--- config.mk ---
export PLATFORM = sky130hd
export DESIGN_NAME = tcwm_timer
export DESIGN_NICKNAME = d
export VERILOG_FILES = /design/src/shared/tcwm_pkg.sv /design/src/rtl/tcwm_timer.sv
export SDC_FILE = /design/constraint.sdc
export NUM_CORES = 1
export LEC_CHECK = 0
export ABC_AREA = 1
export BUFFER_PORTS_ARGS = -buffer_cell sky130_fd_sc_hd__buf_4
export CORE_MARGIN = 4
export CORE_UTILIZATION = 45
export CTS_BUF_LIST = sky130_fd_sc_hd__clkbuf_16
export CTS_CLUSTER_DIAMETER = 40
export CTS_CLUSTER_SIZE = 40
export DETAILED_ROUTE_END_ITERATION = 10
export REMOVE_ABC_BUFFERS = 1
export SYNTH_ARGS = -nofsm -noshare
export SYNTH_HDL_FRONTEND = slang
export SYNTH_SLANG_ARGS = --single-unit
--- constraint.sdc ---
create_clock -name clk -period 4.8 [get_ports clk]
set_clock_uncertainty 0.1 [all_clocks]
set_input_delay 0.96 -clock clk [delete_from_list [all_inputs] [get_ports clk]]
set_output_delay 0.96 -clock clk [all_outputs]
set_load 0.1 [all_outputs]
--- src/shared/tcwm_pkg.sv ---
// Constants and types shared by the 8-bit compare and waveform timer
`default_nettype none

package tcwm_pkg;

	// Register indices on the plain register port
	localparam logic [2:0] TCWM_CTRL_IDX  = 3'h0;
	localparam logic [2:0] TCWM_COUNT_IDX = 3'h1;
	localparam logic [2:0] TCWM_CMP_IDX   = 3'h2;
	localparam logic [2:0] TCWM_FLAG_IDX  = 3'h3;

	// Flag register bit positions (write one to clear)
	localparam int TCWM_OVF_BIT = 0;
	localparam int TCWM_CMF_BIT = 1;

	// Reset values
	localparam logic [7:0] TCWM_CTRL_RST  = 8'h00;
	localparam logic [7:0] TCWM_COUNT_RST = 8'h00;
	localparam logic [7:0] TCWM_CMP_RST   = 8'h00;
	localparam logic       TCWM_OC_RST    = 1'h0;

	// Count extremes
	localparam logic [7:0] TCWM_BOTTOM = 8'h00;
	localparam logic [7:0] TCWM_MAX    = 8'hFF;

	// Timer clock enable dividers, terminal counts of the prescale counter
	localparam logic [5:0] TCWM_DIV8_END  = 6'h07;
	localparam logic [5:0] TCWM_DIV64_END = 6'h3F;

	// Counting modes, in field order
	typedef enum logic [1:0] {
		TCWM_NORMAL, TCWM_PC_PWM, TCWM_CLEAR_ON_MATCH, TCWM_FAST_PWM
	} tcwm_mode_t;

	// Output actions, in field order
	typedef enum logic [1:0] {
		TCWM_ACT_NONE, TCWM_ACT_TOGGLE, TCWM_ACT_CLEAR, TCWM_ACT_SET
	} tcwm_action_t;

	// Clock select: stopped, every clk, clk/8, clk/64
	typedef enum logic [1:0] {
		TCWM_CLK_STOP, TCWM_CLK_DIV1, TCWM_CLK_DIV8, TCWM_CLK_DIV64
	} tcwm_clksel_t;

	// Control register layout
	typedef struct packed {
		logic         forceCompareStrobe;
		logic         reserved;
		tcwm_action_t outputActionField;
		tcwm_clksel_t clockSelect;
		tcwm_mode_t   waveformModeField;
	} tcwm_ctrl_t;

endpackage : tcwm_pkg

`default_nettype wire

--- src/rtl/tcwm_timer.sv ---
// 8-bit timer with compare match output, force strobe and mode sequencing
//
// How it works
// - Counter write blocks next timer-cycle match
// - Output state survives waveform mode changes
// - Action field unbuffered, used at next match
// - Reset clears compare output state
// - Nonzero action field routes state to pin
// - Pin override ignores waveform mode
// - Action zero leaves output state alone
// - Force strobe applies action in non-PWM
// - Only mode field shapes counting
// - Action means polarity in PWM, else set/clear/toggle
// - Normal mode increments, wraps FF to 00
// - Normal overflow flag set on reaching zero
// - Normal mode accepts counter writes anytime
// - Clear-on-match clears counter at compare
// - Clear-on-match compare updates immediately
// - Clear-on-match toggle action toggles each match
// - Clear-on-match overflow on MAX to zero
// - Fast PWM counts bottom to MAX, clears
// - Fast PWM: match and bottom drive polarity
// - Fast PWM overflow flag at MAX
// - Comparator match sets compare flag
// - Counter write beats clear and count
// - Force neither flags nor clears counter
// - Non-PWM actions 1,2,3 toggle, clear, set
`default_nettype none

module tcwm_timer
	import tcwm_pkg::*;
(
	input  wire logic       clk,
	input  wire logic       sys_rst,
	input  wire logic [2:0] regAddr,
	input  wire logic [7:0] regWdata,
	input  wire logic       regWr,
	input  wire logic       regRd,
	output logic      [7:0] regRdata,
	input  wire logic       portData,
	input  wire logic       outputPinDirectionBit,
	output logic            pinOut,
	output logic            pinOe,
	output logic            compareOutputState,
	output logic            overflowFlag,
	output logic            compareFlag
);

	////////////////////////////////////////////////////////////////////////////
	// State

	tcwm_ctrl_t  ctrl;            // Control, strobe bit always stored as zero
	logic  [7:0] counterValue;    // Running count
	logic  [7:0] compareValue;    // Compare value the comparator sees
	logic  [7:0] compareBuffer;   // Last compare value written by software
	logic        blockMatch;      // Set by a counter write until next tick
	logic  [5:0] prescale;        // Free-running divider for the tick
	logic        next_ocState;    // Next compare output state
	logic  [7:0] next_count;      // Next counter value on a tick

	////////////////////////////////////////////////////////////////////////////
	// Functions

	// Set, clear or toggle as non-PWM compare action
	function automatic logic applyAction(input tcwm_action_t act, input logic oc);
		unique case (act)
			TCWM_ACT_TOGGLE: applyAction = !oc;
			TCWM_ACT_CLEAR:  applyAction = 1'h0;
			TCWM_ACT_SET:    applyAction = 1'h1;
			TCWM_ACT_NONE:   applyAction = oc;
		endcase
	endfunction : applyAction

	// Register select for writes and reads
	function automatic logic hitReg(input logic [2:0] a, input logic [2:0] idx);
		hitReg = (a == idx);
	endfunction : hitReg

	////////////////////////////////////////////////////////////////////////////
	// Decode

	wire tcwm_ctrl_t wrCtrlVal = tcwm_ctrl_t'(regWdata);    // Control as written
	wire wrCtrl  = regWr && hitReg(regAddr, TCWM_CTRL_IDX);
	wire wrCount = regWr && hitReg(regAddr, TCWM_COUNT_IDX);
	wire wrCmp   = regWr && hitReg(regAddr, TCWM_CMP_IDX);
	wire wrFlag  = regWr && hitReg(regAddr, TCWM_FLAG_IDX);

	// Both PWM codes keep low mode bit set; phase-correct runs as fast PWM here
	wire pwmMode = ctrl.waveformModeField[0];
	wire ctcMode = (ctrl.waveformModeField == TCWM_CLEAR_ON_MATCH);

	// Timer clock enable from the divider
	wire tick = (ctrl.clockSelect == TCWM_CLK_DIV1)
		|| ((ctrl.clockSelect == TCWM_CLK_DIV8) && (prescale[2:0] == TCWM_DIV8_END[2:0]))
		|| ((ctrl.clockSelect == TCWM_CLK_DIV64) && (prescale == TCWM_DIV64_END));

	// Comparator, gated by the post-write block
	wire matchHit = tick && !blockMatch && (counterValue == compareValue);
	wire atMax    = (counterValue == TCWM_MAX);
	// Leaving MAX: overflow in every mode, bottom event in PWM
	wire ovfTick    = tick && atMax;
	wire bottomTick = ovfTick && pwmMode;

	// Force only acts when the written mode is non-PWM
	wire forceHit = wrCtrl && wrCtrlVal.forceCompareStrobe
		&& !wrCtrlVal.waveformModeField[0];

	// Pin source follows the action field alone, never the mode
	wire overrideActive = |ctrl.outputActionField;

	////////////////////////////////////////////////////////////////////////////
	// Pin mux; direction stays with the port's own bit

	assign pinOut = overrideActive ? compareOutputState : portData;
	assign pinOe  = outputPinDirectionBit;

	////////////////////////////////////////////////////////////////////////////
	// Next count; the mode field alone picks the sequence

	always_comb begin
		next_count = 8'(counterValue + 8'h01);
		// Clear at the match, compare value acting as top
		if (ctcMode && matchHit) begin
			next_count = TCWM_BOTTOM;
		end
	end

	////////////////////////////////////////////////////////////////////////////
	// Next output state; no mode switch touches it

	always_comb begin
		next_ocState = compareOutputState;
		if (forceHit) begin
			// Uses the action field just written with the strobe
			next_ocState = applyAction(wrCtrlVal.outputActionField,
				compareOutputState);
		end else if (pwmMode) begin
			// Polarity mode: match edge first, bottom edge wins ties
			if (matchHit) begin
				next_ocState = applyAction(ctrl.outputActionField, compareOutputState);
			end
			if (bottomTick && ctrl.outputActionField == TCWM_ACT_CLEAR) begin
				next_ocState = 1'h1;
			end
			if (bottomTick && ctrl.outputActionField == TCWM_ACT_SET) begin
				next_ocState = 1'h0;
			end
		end else if (matchHit) begin
			// Live field, no buffering; zero keeps the state
			next_ocState = applyAction(ctrl.outputActionField,
				compareOutputState);
		end
	end

	////////////////////////////////////////////////////////////////////////////
	// Divider

	// Runs always; only the select decides whether a tick comes out
	always_ff @(posedge clk or posedge sys_rst) begin
		if (sys_rst) begin
			prescale <= 6'h00;
		end else begin
			prescale <= 6'(prescale + 6'h01);
		end
	end

	////////////////////////////////////////////////////////////////////////////
	// Control register; the strobe is never stored so it reads zero

	always_ff @(posedge clk or posedge sys_rst) begin
		if (sys_rst) begin
			ctrl <= tcwm_ctrl_t'(TCWM_CTRL_RST);
		end else if (wrCtrl) begin
			ctrl <= '{forceCompareStrobe: 1'h0, reserved: 1'h0,
				outputActionField: wrCtrlVal.outputActionField,
				clockSelect: wrCtrlVal.clockSelect,
				waveformModeField: wrCtrlVal.waveformModeField};
		end
	end

	////////////////////////////////////////////////////////////////////////////
	// Counter; software write wins over any tick

	always_ff @(posedge clk or posedge sys_rst) begin
		if (sys_rst) begin
			counterValue <= TCWM_COUNT_RST;
		end else if (wrCount) begin
			counterValue <= regWdata;
		end else if (tick) begin
			counterValue <= next_count;
		end
	end

	////////////////////////////////////////////////////////////////////////////
	// Match block; holds even while stopped until a tick consumes it

	always_ff @(posedge clk or posedge sys_rst) begin
		if (sys_rst) begin
			blockMatch <= 1'h0;
		end else if (wrCount) begin
			blockMatch <= 1'h1;
		end else if (tick) begin
			blockMatch <= 1'h0;
		end
	end

	////////////////////////////////////////////////////////////////////////////
	// Compare value: direct in non-PWM, loaded at MAX in PWM

	// PWM loads at MAX so no pulse of odd length reaches the pin
	always_ff @(posedge clk or posedge sys_rst) begin
		if (sys_rst) begin
			compareBuffer <= TCWM_CMP_RST;
			compareValue  <= TCWM_CMP_RST;
		end else begin
			if (wrCmp) begin
				compareBuffer <= regWdata;
			end
			if (wrCmp && !pwmMode) begin
				compareValue <= regWdata;
			end else if (bottomTick) begin
				compareValue <= compareBuffer;
			end
		end
	end

	////////////////////////////////////////////////////////////////////////////
	// Compare output state

	always_ff @(posedge clk or posedge sys_rst) begin
		if (sys_rst) begin
			compareOutputState <= TCWM_OC_RST;
		end else begin
			compareOutputState <= next_ocState;
		end
	end

	////////////////////////////////////////////////////////////////////////////
	// Flags; a set in the clearing cycle wins

	always_ff @(posedge clk or posedge sys_rst) begin
		if (sys_rst) begin
			overflowFlag <= 1'h0;
			compareFlag  <= 1'h0;
		end else begin
			overflowFlag <= ovfTick
				|| (overflowFlag && !(wrFlag && regWdata[TCWM_OVF_BIT]));
			// Force is not in this term, so it never flags
			compareFlag <= matchHit
				|| (compareFlag && !(wrFlag && regWdata[TCWM_CMF_BIT]));
		end
	end

	////////////////////////////////////////////////////////////////////////////
	// Read port; data stand one cycle after the strobe, zero otherwise

	wire [7:0] flagByte = {6'h00, compareFlag, overflowFlag};
	wire [7:0] rdMux = hitReg(regAddr, TCWM_CTRL_IDX)  ? 8'(ctrl)
		: hitReg(regAddr, TCWM_COUNT_IDX) ? counterValue
		: hitReg(regAddr, TCWM_CMP_IDX)   ? compareBuffer
		: hitReg(regAddr, TCWM_FLAG_IDX)  ? flagByte
		: 8'h00;                                                     // Unmapped reads zero

	always_ff @(posedge clk or posedge sys_rst) begin
		if (sys_rst) begin
			regRdata <= 8'h00;
		end else begin
			regRdata <= regRd ? rdMux : 8'h00;
		end
	end
endmodule : tcwm_timer

`default_nettype wire

==> impl_metrics.yaml <==
sta:
  min_period_over_period: 0.525
  max_freq_ghz: 0.397
  slew_violations: 0
  rsz0062_at_grt: "no"
  setup-violations-final: 0
  setup_tns_ns: 0
  worst_pin_slew_ns: 1.03
  hold_viol: 0
  finalCriticalPeriod_ns: 2.52
  max_slew_margin: 0.316
  holdWs_ns: 0.354
global_routing:
  met1_usage: 0.260
  track_usage: 0.193
  grt_busiest_layer: "met2"
  antenna_found_initial: 0
  grt_use_met3: 0.0379
  overflow: 0
  met2_usage: 0.317
  grt_max_degree: 49
  first_global_vias: 2276
  grt_first_pass_wirelength_um: 11000
clocking:
  post_cts_resized: 0
  cts_buffers: 5
  post_cts_buffers: 0
  hold_buffers: 0
  clock-sinks: 48
  cts_tree: "done"
  clk_latency_ns: 0.29
  clockBufferDepth: 2
  htree_levels: 2
  cts_root_buf: "clkbuf_16"
  clkTransAtPathRegs_ns: 0.06
yosys:
  synth_top_area_frac: 0.452
  netlist_top_cells_area: "dfrtp_1 45%, nand2_1 15%, inv_1 6.5%, o21ai_0 5.3%, nor2_1 4.8%"
  yosysMostFrequentCell: "nand2_1"
  synthMuxAreaShare: 0
  synthAdderAreaFrac: 0.0141
  synthXorXnorAreaFrac: 0.0263
  syn_area_um2: 2660
  yosys-top-cells-count: "104 x nand2_1, 48 x dfrtp_1, 46 x inv_1, 34 x nor2_1, 28 x o21ai_0"
  ys_ff_latch: 48
  ys.flop_type: "dfrtp_1"
  netlist_instances: 343
  synth_edf_count: 0
  yosysWarnings: 0
  synth_compound_area_frac: 0.130
  synthDistinctLibCells: 33
  syn_area_per_cell_um2: 7.76
  yosysTopAreaCell: "dfrtp_1"
  synthArstFlopShare: 1.00
  seq_area_frac_synth: 0.452
  synth_top_family_by_area: "simple AND/OR/NAND/NOR gates"
  synthSimpleGateAreaFrac: 0.287
detailed_routing:
  drt-initial-drc-count: 143
  firstDrtPassIters: 4
  routed_wl_um: 6530
  ant_nets: 0
  wl_per_cell_um: 14.7
  routed_via_density: 5.19
  drcViolationCount: 0
  vias: 2301
die:
  io_pins: 30
  dieArea_um2: 7210
  core_area_um2: 5610
  rows: 27
  start_util: 0.474
  die_x_um: 84.9
  die_h_um: 84.9
worst_setup_path:
  crit_path_end_kind: "output port"
  crit_type: "input port to output port"
  cp_slowest_cell: "buf_4"
  max_stage_delay_ns: 0.28
  cp_max_fo: 1
  cp_data_arrival_time_ns: 1.46
  path_buf_inv: 2
  cpLargestDelayFamily: "buffers and inverters"
  cp_cell_sequence: "buf_4, nand3_1, nand2_1, buf_4"
  start_kind: "input port"
  crit_top_cell: "buf_4"
  cp.required_ns: 3.74
finish:
  stdcell_count: 443
  diodes: 0
  layout-drive-gt1-share: 0.140
  final_nets: 390
  fill_cells: 582
  fin_area_um2: 3050
  area_delta_synth_final_pct: 14.5
pwr:
  vdd_drop_max_mv: 0.329
  p_per_area_nw_per_um2: 487
  leakage_nw: 1.59
placed_design:
  finalWeightedCongestion: 0.881
  placed_area_um2: 2900
  post-dp-hpwl_um: 4940
  dp_cells: 435
  portBuffers: 27
worst_hold_path:
  hp-class: "flip-flop to flip-flop"
outcome:
  status: "complete, no violations"
job:
  maxCapViolations: 0
## state kept, by name, summed over array words and instances (netlist names)
register            count
compareValue            8
compareFlag             1
overflowFlag            1
ctrl                    6
compareOutputState      1
prescale                6
regRdata                8
compareBuffer           8
counterValue            8
blockMatch              1
## cell usage in the layout (no fill, tap or decap), drive strengths merged
cell,n
xnor2,2
ha,3
nand3,12
a31o,2
o211ai,3
o22ai,2
clkbuf,5
nand4,9
nor3,3
a221oi,4
a21oi,10
dfrtp,48
nand2,107
clkinv,3
xor2,6
buf,27
nor3b,1
nor2,37
inv,50
o21ai,34
o2111ai,3
## final cells by class
type / instances / area (µm²) / area share
Clock buffer: 5 / 125 / 0.0411
Clock inverter: 3 / 18.8 / 0.00616
Inverter: 50 / 193 / 0.0632
Multi-Input combinational cell: 238 / 1220 / 0.399
Sequential cell: 48 / 1200 / 0.394
Tap cell: 72 / 90.1 / 0.0296
Timing Repair Buffer: 27 / 203 / 0.0665
## final timing paths
path,startpoint,to,slack [ns],depth (start not counted)
setup / recovery,portData,pinOut,2.28,4
hold / removal,prescale[0]$_DFF_PP0_,prescale[0]$_DFF_PP0_,0.35,1
setup reg to reg,prescale[0]$_DFF_PP0_,compareValue[7]$_DFFE_PP0P_,2.79,10
hold reg to reg,prescale[0]$_DFF_PP0_,prescale[0]$_DFF_PP0_,0.35,1
max in group asynchronous,sys_rst,compareValue[1]$_DFFE_PP0P_,3.13,2
min in group asynchronous,sys_rst,prescale[3]$_DFF_PP0_,0.83,2
## stage by stage
stage                     worst slack [ns]  power [mW]  utilization
after global routing                  2.26        1.59        0.543
after detailed placement              2.28        1.14        0.518
after floorplan                       1.89       0.996            -
after CTS                             2.27        1.49        0.543
after global placement                2.29        1.14        0.518
final                                 2.28        1.48        0.543
## report_power, final
group	internal, mW	switching [mW]
logic	0.166	0.389
registers	0.490	0.0930
clock network	0.192	0.151
## logic make-up (layout without fill, tap and decap cells)
family,count (synthesis),after routing
buffers and inverters,57,85
AND/OR/NAND/NOR,169,169
AO/OA/AOI/OAI,58,58
adder cells (fa/ha/maj),3,3
flip-flops,48,48
XOR/XNOR,8,8
## worst register-to-register path, cell delays in order (launching register included)
cell and delay (ns):
dfrtp_1 0.37, ha_1 0.20, ha_1 0.18, nand3_1 0.08, nand2_1 0.06, inv_1 0.03
nand2_1 0.14, nand2_1 0.15, o21ai_4 0.38, o211ai_1 0.15, o21ai_0 0.10
## metal layers
| metal | share of wire | up-vias |
|---|---|---|
| li1 | - | 1158 |
| met4 | 0.017 | 0 |
| met5 | 0 | - |
| met1 | 0.45 | 1070 |
| met3 | 0.051 | 10 |
| met2 | 0.48 | 63 |
Power figures use the tool's default switching activity.
